$ cat config.mk
export PLATFORM = sky130hd
export DESIGN_NAME = vcc_top
export DESIGN_NICKNAME = d
export VERILOG_FILES = /design/src/rtl/vcc_pkg.sv /design/src/rtl/vcc_top.sv
export SDC_FILE = /design/constraint.sdc
export NUM_CORES = 1
export LEC_CHECK = 0
export ABC_CLOCK_PERIOD_IN_PS = 37500
export BUFFER_PORTS_ARGS = -buffer_cell sky130_fd_sc_hd__buf_2
export CAP_MARGIN = 20
export CORE_MARGIN = 5
export CORE_UTILIZATION = 27
export DETAILED_ROUTE_END_ITERATION = 8
export HOLD_SLACK_MARGIN = 0.12
export SETUP_SLACK_MARGIN = 0.2
export SLEW_MARGIN = 20
export SYNTH_ARGS = -nofsm -noshare
export SYNTH_HDL_FRONTEND = slang
export SYNTH_SLANG_ARGS = --single-unit
$ cat constraint.sdc
create_clock -name clk -period 37.5 [get_ports clk]
set_clock_uncertainty 0.1 [all_clocks]
set_input_delay 7.5 -clock clk [delete_from_list [all_inputs] [get_ports clk]]
set_output_delay 7.5 -clock clk [all_outputs]
set_load 0.005 [all_outputs]
$ cat src/rtl/vcc_pkg.sv
`default_nettype none
package vcc_pkg;
  localparam int unsigned CLK_HZ      = 10_000_000;
  localparam int unsigned CB_DELAY_MS = 100;
  localparam int unsigned CB_CYC      = CB_DELAY_MS * (CLK_HZ / 1000);
  localparam int unsigned PWM_HZ      = 1000;
  localparam int unsigned PWM_CYC     = CLK_HZ / PWM_HZ;
  localparam int unsigned CBW         = 24;
  localparam int unsigned PW          = 16;

  localparam logic [7:0] OFS_CTRL  = 8'h00;
  localparam logic [7:0] OFS_FILT  = 8'h04;
  localparam logic [7:0] OFS_CBCMD = 8'h08;
  localparam logic [7:0] OFS_CBFB  = 8'h0C;
  localparam logic [7:0] OFS_PRED  = 8'h10;
  localparam logic [7:0] OFS_DITH  = 8'h14;
  localparam logic [7:0] OFS_STAT  = 8'h18;
  localparam logic [7:0] OFS_CMD   = 8'h1C;

  localparam int P_EN   = 0;
  localparam int P_MODE = 1;
  localparam int P_STD2 = 3;
  localparam int P_CBEN = 4;
  localparam int P_MEAS = 5;
  localparam int P_SWS  = 6;
  localparam int P_PREN = 7;
  localparam int P_ACT  = 8;
  localparam int P_SIG  = 9;
  localparam int P_LO   = 0;
  localparam int P_HI   = 16;
  localparam int P_RPCT = 16;
  localparam int P_DHLF = 8;

  localparam logic [3:0] FILT_RST = 4'h4;
  localparam logic [6:0] RPCT_RST = 7'h32;
  localparam logic [7:0] DAMP_RST = 8'h10;
  localparam logic [7:0] DHLF_RST = 8'h05;
  localparam logic [9:0] FULL     = 10'h3FF;
  localparam logic [2:0] SIG_MAXCB = 3'h3;

  typedef enum logic [1:0] {CH_DIS = 2'b01, CH_ACT = 2'b10} vcc_chan_e;
  typedef enum logic [1:0] {
    M_UNI1 = 2'h0, M_UNI2 = 2'h1, M_BIP = 2'h2, M_DIG = 2'h3
  } vcc_mode_e;
endpackage
`default_nettype wire

$ cat src/rtl/vcc_top.sv
// Summary of operation
// - Each input smoothed; bigger factor, slower response
// - Cable check only for analog-like signal types
// - Break when value below low or above high
// - Separate break errors for command and feedback
// - Check needs enable on and its own limits set (command or feedback)
// - Reaction only when action assigned to error
// - Break flagged about 100 ms after fault
// - Solenoid driven by 1 kHz PWM; dither added except for switching solenoid or zero command
// - Setting switches current measurement on/off
// - Four operating modes held per channel
// - Mode 1 linear, only with two-solenoid valve
// - Mode 2 unipolar input to bipolar command
// - Mode 3 bipolar input to bipolar command
// - Mode 4 sign chosen by digital input
// - Power reduction only for unmeasured switching solenoid
// - Full current for reduction time, then limited
// - Reduced value is percent of nominal current
// - Digital input 1 ignored while USB busy
// - Disabled: no current, mode changes accepted
`timescale 1ns/1ns
`default_nettype none
module vcc_top #(
  parameter int unsigned CB_CYCLES  = vcc_pkg::CB_CYC,
  parameter int unsigned PWM_CYCLES = vcc_pkg::PWM_CYC
) (
  input  wire logic        clk,
  input  wire logic        sys_rst,
  input  wire logic [7:0]  avs_address,
  input  wire logic        avs_read,
  input  wire logic        avs_write,
  input  wire logic [31:0] avs_writedata,
  input  wire logic [3:0]  avs_byteenable,
  output logic             avs_waitrequest,
  output logic [31:0]      avs_readdata,
  input  wire logic        sample_vld,
  input  wire logic [9:0]  ain_cmd,
  input  wire logic [9:0]  ain_fb,
  input  wire logic        din1,
  input  wire logic        usb_busy,
  output logic             pwm_a,
  output logic             pwm_b,
  output logic             meas_en,
  output logic             cmd_fault,
  output logic             fb_fault,
  output logic             fault_react,
  output logic             chan_active,
  output logic [10:0]      cmd_int
);
  localparam int unsigned CBW = vcc_pkg::CBW;
  localparam int unsigned PW  = vcc_pkg::PW;

  if (CB_CYCLES < 2 || CB_CYCLES >= 2**CBW) begin : g_chk_cb
    $error("CB_CYCLES out of range");
  end
  if (PWM_CYCLES < 1024 || PWM_CYCLES >= 2**PW) begin : g_chk_pwm
    $error("PWM_CYCLES out of range");
  end

  typedef struct packed {
    logic                ack;
    logic [31:0]         rdata;
    vcc_pkg::vcc_chan_e  chan;
    vcc_pkg::vcc_mode_e  mode;
    logic                std2;
    logic                cben;
    logic                meas;
    logic                sws;
    logic                pren;
    logic                act;
    logic [2:0]          sig;
    logic [3:0]          k;
    logic [9:0]          clo;
    logic [9:0]          chi;
    logic [9:0]          flo;
    logic [9:0]          fhi;
    logic                cset;
    logic                fset;
    logic [15:0]         rms;
    logic [6:0]          rpct;
    logic [7:0]          damp;
    logic [7:0]          dhlf;
    logic [15:0]         fc;
    logic [15:0]         ff;
    logic [CBW-1:0]      cbc;
    logic [CBW-1:0]      cbf;
    logic                e1;
    logic                e6;
    logic [10:0]         cmd;
    logic [PW-1:0]       pcnt;
    logic [PW-1:0]       duty;
    logic                dirb;
    logic                pa;
    logic                pb;
    logic [7:0]          dcnt;
    logic                dph;
    logic [15:0]         rcnt;
    logic                red;
  } vcc_state_s;

  vcc_state_s s_q, s_d;

  logic [31:0] img, wmask, wv;
  logic        req, tick, cbok_c, cbok_f, brk_c, brk_f, react, pr_eff, neg;
  logic [9:0]  xc, xf, mag, base, rlim, lvl;
  logic [11:0] dith;
  logic [10:0] cmd_n;
  logic [16:0] dc, df;
  logic [25:0] prod;

  assign req             = avs_read | avs_write;
  assign avs_waitrequest = req & ~s_q.ack;
  assign avs_readdata    = s_q.rdata;
  assign pwm_a           = s_q.pa;
  assign pwm_b           = s_q.pb;
  assign meas_en         = s_q.meas;
  assign cmd_fault       = s_q.e1;
  assign fb_fault        = s_q.e6;
  assign fault_react     = react;
  assign chan_active     = (s_q.chan == vcc_pkg::CH_ACT);
  assign cmd_int         = s_q.cmd;

  assign xc     = s_q.fc[15:6];
  assign xf     = s_q.ff[15:6];
  assign tick   = (s_q.pcnt == PW'(PWM_CYCLES - 1));
  assign react  = s_q.e1 & s_q.act;
  assign pr_eff = s_q.pren & s_q.sws & ~s_q.meas;
  assign cbok_c = s_q.cben & (s_q.sig <= vcc_pkg::SIG_MAXCB) & s_q.cset;
  assign cbok_f = s_q.cben & (s_q.sig <= vcc_pkg::SIG_MAXCB) & s_q.fset;
  assign brk_c  = (xc < s_q.clo) | (xc > s_q.chi);
  assign brk_f  = (xf < s_q.flo) | (xf > s_q.fhi);
  assign neg    = din1 & ~usb_busy;
  assign dc     = {1'b0, ain_cmd, 6'h00} - {1'b0, s_q.fc};
  assign df     = {1'b0, ain_fb, 6'h00} - {1'b0, s_q.ff};

  always_comb begin
    img = 32'h0000_0000;
    unique case (avs_address)
      vcc_pkg::OFS_CTRL: begin
        img[vcc_pkg::P_EN]          = (s_q.chan == vcc_pkg::CH_ACT);
        img[vcc_pkg::P_MODE +: 2]   = s_q.mode;
        img[vcc_pkg::P_STD2]        = s_q.std2;
        img[vcc_pkg::P_CBEN]        = s_q.cben;
        img[vcc_pkg::P_MEAS]        = s_q.meas;
        img[vcc_pkg::P_SWS]         = s_q.sws;
        img[vcc_pkg::P_PREN]        = s_q.pren;
        img[vcc_pkg::P_ACT]         = s_q.act;
        img[vcc_pkg::P_SIG +: 3]    = s_q.sig;
      end
      vcc_pkg::OFS_FILT:  img[3:0] = s_q.k;
      vcc_pkg::OFS_CBCMD: begin
        img[vcc_pkg::P_LO +: 10] = s_q.clo;
        img[vcc_pkg::P_HI +: 10] = s_q.chi;
      end
      vcc_pkg::OFS_CBFB: begin
        img[vcc_pkg::P_LO +: 10] = s_q.flo;
        img[vcc_pkg::P_HI +: 10] = s_q.fhi;
      end
      vcc_pkg::OFS_PRED: begin
        img[15:0]                  = s_q.rms;
        img[vcc_pkg::P_RPCT +: 7]  = s_q.rpct;
      end
      vcc_pkg::OFS_DITH: begin
        img[7:0]                   = s_q.damp;
        img[vcc_pkg::P_DHLF +: 8]  = s_q.dhlf;
      end
      vcc_pkg::OFS_STAT: img[5:0] = {s_q.red, s_q.cset & s_q.fset, chan_active,
                                     react, s_q.e6, s_q.e1};
      vcc_pkg::OFS_CMD:  img = {{21{s_q.cmd[10]}}, s_q.cmd};
      default:           img = 32'h0000_0000;
    endcase
    wmask = {{8{avs_byteenable[3]}}, {8{avs_byteenable[2]}},
             {8{avs_byteenable[1]}}, {8{avs_byteenable[0]}}};
    wv    = (img & ~wmask) | (avs_writedata & wmask);
  end

  // Command mapping, solenoid level, dither and power reduction
  always_comb begin
    unique case (s_q.mode)
      vcc_pkg::M_UNI1: cmd_n = {1'b0, xc};
      vcc_pkg::M_UNI2: cmd_n = {xc, 1'b0} - 11'h3FF;
      vcc_pkg::M_BIP:  cmd_n = (xc == 10'h200) ? 11'h401 : {xc, 1'b0};
      vcc_pkg::M_DIG:  cmd_n = neg ? -{1'b0, xc} : {1'b0, xc};
    endcase
    mag  = s_q.cmd[10] ? 10'(-s_q.cmd) : s_q.cmd[9:0];
    base = s_q.sws ? ((mag != 10'h000) ? vcc_pkg::FULL : 10'h000) : mag;
    dith = s_q.dph ? 12'(base) + 12'(s_q.damp) : 12'(base) - 12'(s_q.damp);
    if (base == 10'h000 || s_q.sws) begin
      lvl = base;
    end else if (dith[11]) begin
      lvl = 10'h000;
    end else if (dith[10]) begin
      lvl = vcc_pkg::FULL;
    end else begin
      lvl = dith[9:0];
    end
    rlim = 10'((17'(s_q.rpct) * 17'(vcc_pkg::FULL)) / 17'd100);
    if (pr_eff && s_q.red && lvl > rlim) begin
      lvl = rlim;
    end
    if (s_q.chan != vcc_pkg::CH_ACT || react) begin
      lvl = 10'h000;
    end
    prod = 26'(lvl) * 26'(PWM_CYCLES);
  end

  always_comb begin
    s_d     = s_q;
    s_d.ack = 1'b0;
    if (req && !s_q.ack) begin
      s_d.ack = 1'b1;
      if (avs_read) begin
        s_d.rdata = img;
      end
      if (avs_write) begin
        unique case (avs_address)
          vcc_pkg::OFS_CTRL: begin
            s_d.chan = wv[vcc_pkg::P_EN] ? vcc_pkg::CH_ACT : vcc_pkg::CH_DIS;
            s_d.std2 = wv[vcc_pkg::P_STD2];
            s_d.cben = wv[vcc_pkg::P_CBEN];
            s_d.meas = wv[vcc_pkg::P_MEAS];
            s_d.sws  = wv[vcc_pkg::P_SWS];
            s_d.act  = wv[vcc_pkg::P_ACT];
            s_d.sig  = wv[vcc_pkg::P_SIG +: 3];
            s_d.pren = wv[vcc_pkg::P_PREN] & wv[vcc_pkg::P_SWS]
                       & ~wv[vcc_pkg::P_MEAS];
            if (s_q.chan == vcc_pkg::CH_DIS &&
                (wv[vcc_pkg::P_MODE +: 2] != vcc_pkg::M_UNI1 ||
                 wv[vcc_pkg::P_STD2])) begin
              s_d.mode = vcc_pkg::vcc_mode_e'(wv[vcc_pkg::P_MODE +: 2]);
            end
          end
          vcc_pkg::OFS_FILT: s_d.k = wv[3:0];
          vcc_pkg::OFS_CBCMD: begin
            s_d.clo  = wv[vcc_pkg::P_LO +: 10];
            s_d.chi  = wv[vcc_pkg::P_HI +: 10];
            s_d.cset = 1'b1;
          end
          vcc_pkg::OFS_CBFB: begin
            s_d.flo  = wv[vcc_pkg::P_LO +: 10];
            s_d.fhi  = wv[vcc_pkg::P_HI +: 10];
            s_d.fset = 1'b1;
          end
          vcc_pkg::OFS_PRED: begin
            s_d.rms  = wv[15:0];
            s_d.rpct = (wv[vcc_pkg::P_RPCT +: 7] > 7'h64) ? 7'h64
                       : wv[vcc_pkg::P_RPCT +: 7];
          end
          vcc_pkg::OFS_DITH: begin
            s_d.damp = wv[7:0];
            s_d.dhlf = wv[vcc_pkg::P_DHLF +: 8];
          end
          default: s_d.ack = 1'b1;
        endcase
      end
    end
    if (sample_vld) begin
      s_d.fc = s_q.fc + 16'($signed(dc) >>> s_q.k);
      s_d.ff = s_q.ff + 16'($signed(df) >>> s_q.k);
    end
    if (!(cbok_c && brk_c)) begin
      s_d.cbc = '0;
      s_d.e1  = 1'b0;
    end else if (s_q.cbc == CBW'(CB_CYCLES - 1)) begin
      s_d.e1  = 1'b1;
    end else begin
      s_d.cbc = s_q.cbc + CBW'(1);
    end
    if (!(cbok_f && brk_f)) begin
      s_d.cbf = '0;
      s_d.e6  = 1'b0;
    end else if (s_q.cbf == CBW'(CB_CYCLES - 1)) begin
      s_d.e6  = 1'b1;
    end else begin
      s_d.cbf = s_q.cbf + CBW'(1);
    end
    s_d.cmd  = cmd_n;
    s_d.pcnt = tick ? '0 : s_q.pcnt + PW'(1);
    if (tick) begin
      s_d.duty = prod[25:10];
      s_d.dirb = s_q.cmd[10];
      s_d.dcnt = (s_q.dcnt >= s_q.dhlf) ? 8'h00 : s_q.dcnt + 8'h01;
      s_d.dph  = (s_q.dcnt >= s_q.dhlf) ? ~s_q.dph : s_q.dph;
    end
    // Timer restarts at once whenever the coil is off or the channel stops, and at the next PWM tick after the sign flips
    if (base == 10'h000 || s_q.chan != vcc_pkg::CH_ACT || react
        || (tick && s_q.dirb != s_q.cmd[10])) begin
      s_d.rcnt = 16'h0000;
      s_d.red  = 1'b0;
    end else if (tick && s_q.rcnt >= s_q.rms) begin
      s_d.red  = 1'b1;
    end else if (tick) begin
      s_d.rcnt = s_q.rcnt + 16'h0001;
    end
    s_d.pa = (s_q.pcnt < s_q.duty) && !s_q.dirb && (lvl != 10'h000);
    s_d.pb = (s_q.pcnt < s_q.duty) && s_q.dirb && (lvl != 10'h000);
  end

  always_ff @(posedge clk) begin
    if (sys_rst) begin
      s_q      <= '0;
      s_q.chan <= vcc_pkg::CH_DIS;
      s_q.mode <= vcc_pkg::M_UNI2;
      s_q.k    <= vcc_pkg::FILT_RST;
      s_q.rpct <= vcc_pkg::RPCT_RST;
      s_q.damp <= vcc_pkg::DAMP_RST;
      s_q.dhlf <= vcc_pkg::DHLF_RST;
    end else begin
      s_q <= s_d;
    end
  end
endmodule
`default_nettype wire

# Word level (Yosys, flattened, before mapping)
# Cells that the tools add are included.
[classes] addsub=14 multipliers=2 div=1 n_lt_le_gt_ge=10 eq_ne=18 shift=2 mux=35 bitwise_logic=26 n_reduce_logical=40
[op_table] cell="2-to-1 mux 131 bit" count=1
[op_table] cell="2-to-1 mux 98 bit" count=1
[op_table] cell="2-to-1 mux 10 bit" count=8
[op_table] cell="AND 26 bit" count=2
[op_table] cell="adder 24 x 1 -> 24 bit (second input constant)" count=2
[op_table] cell="equality test 24 x 20 -> 1 bit (second input constant)" count=2
[op_table] cell="one-hot mux 11 bit (4 select lines)" count=1
[op_table] cell="2-to-1 mux 20 bit" count=2
[op_table] cell=">>> shifter 17 x 4 -> 16 bit" count=2
[op_table] cell="subtractor 16 x 16 -> 17 bit" count=2
[op_table] cell="adder 16 x 1 -> 16 bit (second input constant)" count=2
[op_table] cell="adder 16 bit" count=2
[op_table] cell="equality test 8 x 5 -> 1 bit (second input constant)" count=4
[op_table] cell="2-to-1 mux 32 bit" count=1
[op_table] cell="one-hot mux 4 bit (8 select lines)" count=1
[op_table] cell="> comparator 10 bit" count=3
[op_table] cell="one-hot mux 7 bit (4 select lines)" count=1
[op_table] cell="NOT 26 bit" count=1
[op_table] cell="bitwise OR 26 bit" count=1
[op_table] cell="one-hot mux 4 bit (6 select lines)" count=1
[op_table] cell="2-to-1 mux 23 bit" count=1
[op_table] cell="2-to-1 mux 11 bit" count=2
[op_table] cell="< comparator 10 bit" count=2
[op_table] cell="multiplier 10 x 10 -> 20 bit (second input constant)" count=1
[op_table] cell="49 further kinds" count=102
[totals] register_bits=283 inputBits=71 output_inout_bits=51 wordCells=186

# Longest topological paths before layout
# Gate-level depths: netlist of run 1.
[depth] word_depth=16 ltp_mapped=72

# Worst setup path before layout of run 1
# No wires, ideal clock.
[synth_path] kind="register to register" startpoint="register s_q[174] (netlist bit)" endpoint="register s_q[42] (netlist bit)" arrival_ns=15.242 t_required_ns=37.330 slack_ns=22.087 path_stages_with_launch=65 n_path_buf=3 period_less_slack_ns=15.413 path_cell_list="dfxtp_1 fa_1 inv_1 fa_1 inv_1 fa_1 inv_1 fa_1 inv_1 ha_1 buf_6 a21o_1 a21o_1 o211a_1 o41ai_4 xor2_2 buf_6 o211ai_1 (+29 left out) inv_1 ha_1 fa_1 ha_1 ha_1 ha_1 a21o_1 a21o_1 a21o_1 a21o_1 a21o_1 a21o_1 a21o_1 a21o_1 a21oi_1 xnor2_1 nand2_1 a21oi_1"
[synth_between] elab_chain_len=7
[synth_lines] element="start: declaration" line="vcc_top.sv:101" rtl="vcc_state_s s_q, s_d;"
[synth_lines] element="multiplier 7 x 10 -> 17 bit (*)" line="vcc_top.sv:197" rtl="rlim = 10'((17'(s_q.rpct) * 17'(vcc_pkg::FULL)) / 17'd100);"
[synth_lines] element="divider 17 x 7 -> 17 bit (*)" line="vcc_top.sv:197"
[synth_lines] element="> comparator 10 bit" line="vcc_top.sv:198" rtl="if (pr_eff && s_q.red && lvl > rlim) begin"
[synth_lines] element="logical AND 1 bit" line="vcc_top.sv:198"
[synth_lines] element="2-to-1 mux 10 bit (*)" line="vcc_top.sv:198"
[synth_lines] element="2-to-1 mux 10 bit (*)" line="vcc_top.sv:201" rtl="if (s_q.chan != vcc_pkg::CH_ACT || react) begin"
[synth_lines] element="multiplier 10 x 10 -> 20 bit (*)" line="vcc_top.sv:204" rtl="prod = 26'(lvl) * 26'(PWM_CYCLES);"
# Every way passes the cells marked *; elsewhere a longest branch is shown, timed or not.
# A chain may end at the register's enable or synchronous reset.

# Worst setup path in the final report of run 1
[layout_path] startpoint="register s_q[175] (netlist bit)" endpoint="register s_q[42] (netlist bit)"
# The elaborated chain is that of the path after synthesis.

==> results.md, run 1 <==
- The run finished with clean final reports.
- The synthesized design contains 0 enable-type register cells.
- The complex-gate fraction of the synthesized area came to 0.2076.
- For this block, the routed nets add up to 69520 um of wire.
- The post-synthesis register bit count is 278.
- Summed over all failing endpoints, the final setup total negative slack is 0 ns.
- STA puts the critical path data required time at around 38 ns.
- The number of distinct library cells after synthesis is 100.
- In this run the count of I/O pins placed on the die edge is between 100 and 150.
- For this design, the slowest cell found on the critical path is sky130_fd_sc_hd__a32oi_1.
- Setup violations remaining at the end of the flow were counted as 0.
- The count of pins over their slew limit is 0.
- For this run, the leading register cell type out of synthesis is sky130_fd_sc_hd__dfxtp_1.
- The global placement routability congestion is 0.8625.
- For this run, the slowest stage of the critical path takes a little over 0.9 ns.
- The number of placed cells counting well taps is around 4200.
- Once layout is complete, the cells apart from fillers number around 4300.
- The reg-to-reg startpoint is s_q[175].
- STA puts the critical path data arrival time at roughly 18 ns.
- IR analysis of the VDD net gives a maximum drop of 41.89 uV.
- Counting both buffers and inverters, the worst setup path holds a total of 7.
- The average vias per placed instance is 4.982.
- After clock tree synthesis, the setup repair step added 0 buffers.
- The CTS root buffer is sky130_fd_sc_hd__clkbuf_16.
- The startpoint identified for the worst hold timing path is s_q[32].
- The core region is approximately 89000 um2.
- The wire length of the first global-routing pass is 110500 um.
- STA classifies the critical path endpoint as a flip-flop.
- Compared with the post-synthesis result, the final layout area differs by 10.28%.
- The largest family of logic cells by synthesized area is compound AO/OA/AOI/OAI gates.
- The number of H-tree levels is 2.
- The number of inserted filler cells in the final layout is roughly 9600.
- The routed design could run at a clock period as short as about 18 ns.
- The post-synthesis cell type with the largest combined area is sky130_fd_sc_hd__dfxtp_1.
- Across the whole layout, storage elements account for 5567 um2.
- The final core area utilization is 0.3013.
- The routed length per instance is ~16 um.
- The critical path start-end classification is flip-flop to flip-flop.
- The tool flagged a number of max-cap violations equal to 0.
- Post-CTS repair changed the size of 0 cells.
- The number of optimization iterations in the first detailed-route pass is 6.
- Of the total synthesized cell area, the portion taken by XOR and XNOR cells is 0.07145.
- Once routing completed, OpenROAD measured the worst setup slack at a little under 20 ns.
- The sequential fraction of the synthesis area is 0.2298.
- Of all nets on the critical path, the largest fanout is 21.
- The count of buffers added on input and output ports is between 100 and 150.
- For this run, the top clock speed supported by timing is 55.83 MHz.
- The number of cell rows is about 110.
- The share of flip-flops with an asynchronous set or reset after synthesis is 0.
- The number of global-route vias before repair came to a little over 20000.
- The number of failing hold endpoints at the final stage is 0.
- The most common cell type on the critical path is sky130_fd_sc_hd__a21o_1.
- The analysis attributes to cell leakage a power of 11.04 nW.
- The number of warning messages in the yosys log is 0.
- The headroom to the max-slew limit is 0.2551.
- The synthesized area per cell is roughly 7.8 um2.
- The kind of path behind the tightest hold check is flip-flop to flip-flop.
- The clock net in this run drives a total of roughly 280 sinks.
- The multi-input combinational cells in the finished layout cover a total of 16900 um2.
- Of the available clock period, the critical path in the final layout requires 0.4777.
- Grouping stages by cell kind, the critical path spends the most delay in compound AO/OA/AOI/OAI gates.
- The actual slew at the worst max-slew pin is ~1.1 ns.
- The power per cell area is 58.08 nW/um2.
- The later pin in the worst-skew pair is clocked with a latency of ~0.56 ns.
- The instance count of the mapped netlist is around 3100.
- The TritonCTS clock tree is built.
- Sorting the synthesized cells by area gives the leading types as sky130_fd_sc_hd__dfxtp_1 23%, sky130_fd_sc_hd__ha_1 13%, sky130_fd_sc_hd__nor2_1 5.7%.
- The share of cells above drive strength 1 is 0.08676.
- The die covers 95780 um2.
- The net count after synthesis is ~3500.
- The area fraction of the dominant cell type after synthesis is 0.2298.
- The internal reg-to-reg setup slack is a little under 20 ns.
- The cell area after synthesis is ~24000 um2.
- The number of buffers created by CTS is 34.
- The post-route worst hold slack is 0.3523 ns.
- After clock tree synthesis, the clock-pin slew on the worst setup and hold paths is 0.06 ns.
- The via count is 21453.
- The number of antenna violations at the first check in global routing is 11.
- The startpoint class of the critical path is a flip-flop.
- The first routing iteration left between 1500 and 2000 violations.
- The hold-fix buffer count after cts is 0.
- The simple-gate share of the synthesized area is 0.2061.
- The total global-route track usage is 0.1414.
- The longest clock path from root to sink contains 3 buffers.
- Setup repair after global routing left no endpoint under its margin.
- The post-synthesis adder-cell area fraction is 0.1644.
- The effective utilization at floorplan is 0.2732.
- The total half-perimeter wirelength after legalization and detailed placement is 53090 um.
- Summed over all layers, the global routing overflow is 0.
- Of the post-synthesis cell area, the part taken by muxes is 0.04753.
- The number of nets with antenna violations after routing is 0.
- Tracing the worst setup path back leads to its startpoint at s_q[175].
- Entering global routing, the biggest net connects 98 pins.
- The number of nets in the finished design is 3478.
- The die extent in x is between 300 and 400 um.
- The vertical die dimension is 309.5 um.
- The worst slack at placement is 19.80 ns.
- For this run, design rule violations remaining after detail routing come to 0.
==> power by group <==
part	switching (mW)	internal, mW
Sequential	0.0429	0.315
Combinational	0.482	0.366
Clock	0.140	0.204
==> cells in the mapped netlist, types with 10 or more instances <==
cell                         n
sky130_fd_sc_hd__o21bai_1   31
sky130_fd_sc_hd__nand2b_1   49
sky130_fd_sc_hd__mux2_2     24
sky130_fd_sc_hd__o21a_1     33
sky130_fd_sc_hd__buf_1      16
sky130_fd_sc_hd__o21ai_0   114
sky130_fd_sc_hd__ha_1      255
sky130_fd_sc_hd__clkbuf_1  103
sky130_fd_sc_hd__o31ai_1    10
sky130_fd_sc_hd__a31oi_1    14
sky130_fd_sc_hd__a22oi_1    51
sky130_fd_sc_hd__and2_1     22
sky130_fd_sc_hd__nor2_1    367
sky130_fd_sc_hd__o211a_1    11
sky130_fd_sc_hd__xor2_1     86
sky130_fd_sc_hd__a21boi_0   10
sky130_fd_sc_hd__fa_1       39
sky130_fd_sc_hd__o211ai_1   24
sky130_fd_sc_hd__a311oi_1   14
sky130_fd_sc_hd__xnor2_1   106
sky130_fd_sc_hd__buf_4      44
sky130_fd_sc_hd__a21oi_1   245
sky130_fd_sc_hd__and3_1     29
sky130_fd_sc_hd__nand2_1   304
sky130_fd_sc_hd__nand4_1    36
sky130_fd_sc_hd__dfxtp_1   278
sky130_fd_sc_hd__a211oi_1   38
sky130_fd_sc_hd__nor2b_1    39
sky130_fd_sc_hd__a21o_1     45
sky130_fd_sc_hd__inv_1     238
sky130_fd_sc_hd__nor3_1     66
sky130_fd_sc_hd__mux2i_1    82
sky130_fd_sc_hd__or3_1      17
sky130_fd_sc_hd__buf_2      11
sky130_fd_sc_hd__nand3_1    92
==> per-layer routing <==
metal	routed length, um	up-vias	global-route usage	share of wire
met2	29190	537	0.2172	0.42
li1	-	10841	-	-
met1	33560	9983	0.2025	0.48
met5	46	-	0	0.00066
met3	5501	84	0.03543	0.079
met4	1217	8	0.02720	0.018
==> registers in the layout (all words and copies together), names as in the netlist <==
| name | flops |
|---|---|
| s_q | 235 |
| pwm_b | 1 |
| fb_fault | 1 |
| cmd_int | 11 |
| meas_en | 1 |
| pwm_a | 1 |
| avs_readdata | 27 |
| cmd_fault | 1 |
==> placed cells by master, fill, tap and decap left out, types with 86 or more instances in the layout <==
master	instances
sky130_fd_sc_hd__nor2_1	366
sky130_fd_sc_hd__xnor2_1	106
sky130_fd_sc_hd__inv_1	238
sky130_fd_sc_hd__o21ai_0	114
sky130_fd_sc_hd__nand2_1	303
sky130_fd_sc_hd__buf_2	114
sky130_fd_sc_hd__xor2_1	86
sky130_fd_sc_hd__a21oi_1	245
sky130_fd_sc_hd__dfxtp_1	277
sky130_fd_sc_hd__nand3_1	92
sky130_fd_sc_hd__ha_1	255
==> layout make-up <==
class / instances / area share
clock inverters: 12 / 0.007449
well taps: 1165 / 0.05458
clock buffers: 46 / 0.03504
multi-input cells: 2424 / 0.6329
inverters: 241 / 0.03387
diodes: 6 / 0.0005622
flip-flops and latches: 278 / 0.2084
repair buffers: 134 / 0.02713
==> tightest hold or removal path: stages, from the launching register on <==
cell                      delay (ns)
sky130_fd_sc_hd__dfxtp_1        0.31
sky130_fd_sc_hd__nand2_1        0.05
sky130_fd_sc_hd__a21oi_1        0.05
==> path summary, 6_finish.rpt <==
| path | to | depth (start not counted) |
|---|---|---|
| worst max-delay path | s_q[42] | 60 |
| worst min-delay path | s_q[32] | 2 |
| worst max register to register | s_q[42] | 60 |
| worst min register to register | s_q[32] | 2 |
==> stage by stage <==
| step | cell area, um2 | power [mW] |
|---|---|---|
| 2_1_floorplan | 24220 | 1.031 |
| 3_3_place_gp | 25550 | 1.190 |
| 3_5_place_dp | 25560 | 1.202 |
| 4_1_cts | 26690 | 1.556 |
| 5_1_grt | 26690 | 1.691 |
| 6_report | 26710 | 1.551 |
==> cell families after synthesis <==
family                     Yosys count
and+or+nand+nor                   1080
AOI/OAI and AO/OA                  745
buffers and inverters              418
adders and majority gates          295
DFF                                278
xor gates and xnor gates           195
muxes                              109
(Power assumes the default switching activity.)
==> run 2: changes to the inputs <==
--- a/config.mk
+++ b/config.mk
@@ -5,7 +5,7 @@
 export SDC_FILE = /design/constraint.sdc
 export NUM_CORES = 1
 export LEC_CHECK = 0
-export ABC_CLOCK_PERIOD_IN_PS = 37500
+export ABC_CLOCK_PERIOD_IN_PS = 14880
 export BUFFER_PORTS_ARGS = -buffer_cell sky130_fd_sc_hd__buf_2
 export CAP_MARGIN = 20
 export CORE_MARGIN = 5
==> constraint.sdc (replaced) <==
create_clock -name clk -period 14.88 [get_ports clk]
set_clock_uncertainty 0.1 [all_clocks]
set_input_delay 2.976 -clock clk [delete_from_list [all_inputs] [get_ports clk]]
set_output_delay 2.976 -clock clk [all_outputs]
set_load 0.005 [all_outputs]
==> run 2 against run 1 <==
  * Critical path type unchanged
  * Setup slack worse by 19 ns
  * Sequential power increased by 150%
  * Cell count grew 6.3%
  * Sequential cell count unchanged
  * Utilization grew 3.4 points
  * Via count rose by 5.9%
  * Non-clock buffer count increased by 274
==> results.md, run 2 (synthesized netlist as in run 1, its figures left out) <==
- The actual slew at the worst max-slew pin is roughly 1.1 ns.
- Setup repair after global routing could not meet its margin everywhere.
- The largest single stage delay on the critical path is 0.60 ns.
- The floorplan step defined a die boundary enclosing ~96000 um2.
- Following the worst setup path forward leads to its endpoint at s_q[42].
- Among the stages of the critical path, the cell type that occurs most often is sky130_fd_sc_hd__a21o_1.
- The remaining design rule violation count is 0.
- Across the run, the number of max-cap violations was 0.
- Of the cells placed in the final design, the portion with a size suffix greater than 1 is 0.2025.
- The library cell used most frequently in the layout, excluding fill and tap cells, is sky130_fd_sc_hd__nor2_1.
- The kind of path behind the tightest hold check is flip-flop to flip-flop.
- The die extent in x is approximately 310 um.
- The count of pins over their slew limit came to 0.
- The total half-perimeter wirelength after legalization and detailed placement is between 50000 and 60000 um.
- TritonCTS built the clock tree.
- The number of cell rows is around 110.
- The number of global-route vias before repair came to between 20000 and 25000.
- The run finished with clean final reports.
- The clock transition time at the flip-flop clock pins of the worst setup and hold paths is approximately 0.06 ns.
- For the worst setup path, the data required time is between 15 and 20 ns.
- Summed over all cells, the static leakage comes to ~12 nW.
- The tightest hold path in the finished design has a slack of about 0.35 ns.
- The wire length of the first global-routing pass is around 120000 um.
- The peak ir drop on the vdd network is roughly 170 uV.
- The post-synthesis to final-layout area growth is 22.82%.
- Headroom to the max-slew limit came out at 0.2729.
- The number of primary I/O pins is roughly 120.
- The part of the cycle the worst path needs is 0.9867.
- The latest clock arrival within the worst-skew pair is 0.54 ns.
- The vertical die dimension is between 300 and 400 um.
- The startpoint class of the critical path is a flip-flop.
- The number of optimization iterations in the first detailed-route pass is 5.
- In this run the power density over the cells is 156.4 nW/um2.
- The DRC violation total after the first TritonRoute iteration is roughly 1700.
- The largest driver fanout on the critical path is 7.
- In the global route stage, overall resource usage came out at 0.1458.
- The number of antenna violations at the first check in global routing is 7.
- The routed length per instance is 15.77 um.
- Counting the buffers created by CTS gives 34.
- The count of buffers inserted at the top-level ports is 115.
- The via count is approximately 23000.
- The reg-to-reg startpoint is s_q[171].
- The total number of cells along the worst setup path is 66.
- The pin count of the biggest net entering global routing is 86.
- After global routing the overflow that remains totals 0.
- Wires add up to slightly above 70000 um.
- For this configuration, the core starts out at a cell density of 0.2732.
- The worst flop-to-flop path endpoint is s_q[42].
- The number of placed cells counting well taps is between 4000 and 5000.
- The post-route cell area is ~30000 um2.
- Tracing the worst setup path back leads to its startpoint at s_q[171].
- The CTS root buffer is sky130_fd_sc_hd__clkbuf_16.
- The register with the most flip-flops in the layout has 235 of them.
- The clock period could shrink to ~15 ns.
- On the critical path the largest part of the delay comes from compound AO/OA/AOI/OAI gates.
- The critical path start-end classification is flip-flop to flip-flop.
- The top cell types in the final layout, fill and taps aside, are 361 x sky130_fd_sc_hd__nor2_1, 300 x sky130_fd_sc_hd__nand2_1, 274 x sky130_fd_sc_hd__buf_4.
- The H-tree generated during clock tree synthesis spans 2 levels.
- The final instance count without filler cells is about 4600.
- The count of buffer and inverter cells on the critical path is 12.
- The worst register-to-register path has a setup slack of between 0.15 and 0.2 ns.
- In this run the remaining antenna-violating nets after routing total 0.
- For the worst flop-to-flop path, the logic depth is 66.
- Counting instances, the worst hold path has a depth of 2.
- The longest clock path from root to sink contains 3 buffers.
- Overall power consumption after layout is estimated at 4.651 mW.
- In the final timing run, aggregate negative setup slack is 0 ns.
- Counting flops per register, the top entry is s_q.
- The signal arrival time at the worst endpoint is approximately 15 ns.
- The number of failing hold endpoints at the final stage is 0.
- Dividing the detail-routed via count by the number of cells gives 4.963.
- The floorplan core area is 88650 um2.
- The total placed instance area is 27150 um2.
- STA classifies the critical path endpoint as a flip-flop.
- The number of inserted filler cells in the final layout is between 9000 and 10000.
- Derived from the worst setup path, the maximum achievable clock frequency is a little under 70 MHz.
- The number of nets in the finished design is about 3800.
- The clock sink total is between 200 and 300.
- The number of endpoints failing setup at the final stage is 0.
- The global placement routability congestion is about 0.88.
- The slowest stage of the critical path is the sky130_fd_sc_hd__fa_1 cell.
-- run 2: cell types whose count changed in the layout (fill, tap and decap cells not counted), sizes merged --
cell,change
clkbuf,+1
buf,+274
bufinv,-1
diode,-5
clkinvlp,+3
mux2,+1
-- run 2: tightest hold or removal path, delay by kind of cell, from the launching register on --
kind | cells | cell delay, ns
flops | 1 | 0.31
simple gates | 1 | 0.05
compound gates | 1 | 0.05
-- run 2: how the worst min path moves through the flow --
stage | end | from
2_1_floorplan | s_q[45] | s_q[45]
3_3_place_gp | s_q[229] | s_q[229]
3_5_place_dp | s_q[32] | s_q[32]
4_1_cts | s_q[32] | s_q[32]
5_1_grt | s_q[39] | s_q[39]
6_report | s_q[34] | s_q[34]
-- run 2: cell type report --
| cell class | instances | area [um2] | area share |
|---|---|---|---|
| multi-input combinational | 2425 | 17820 | 0.5992 |
| sequential | 278 | 5574 | 0.1874 |
| timing repair buffer | 408 | 2864 | 0.09629 |
| tap | 1165 | 1458 | 0.04901 |
| clock buffer | 47 | 950.9 | 0.03197 |
| inverter | 241 | 907.1 | 0.03050 |
| clock inverter | 14 | 163.9 | 0.005511 |
| antenna | 1 | 2.502 | 0.00008414 |
-- run 2: stage by stage --
step	setup slack [ns]	utilization
CTS	0.09142	0.3262
floorplan	0.2219	-
global route	-0.3697	0.3355
finish	0.1985	0.3355
global placement	-0.2121	0.3063
detailed placement	-0.1647	0.3063
-- run 2: repair_timing --
action / CTS / global route
cloned: 1 / 1
hold buffers: 0 / 0
endpoints found under the hold margin: 0 / 0
setup buffers: 38 / 41
pin swaps: 44 / 84
endpoints found under the setup margin: 3 / 10
gates resized for setup: 85 / 106
-- run 2: per-layer routing --
layer / global-route usage / vias up / routed length (um)
li1: - / 11380 / -
met1: 0.2090 / 10702 / 34530
met2: 0.2301 / 546 / 31470
met3: 0.02929 / 91 / 5035
met4: 0.02605 / 6 / 1151
met5: 0 / - / 26
-- run 2: power by group --
part	switching [mW]	internal, mW
logic	1.48	1.44
clock network	0.337	0.502
registers	0.100	0.794
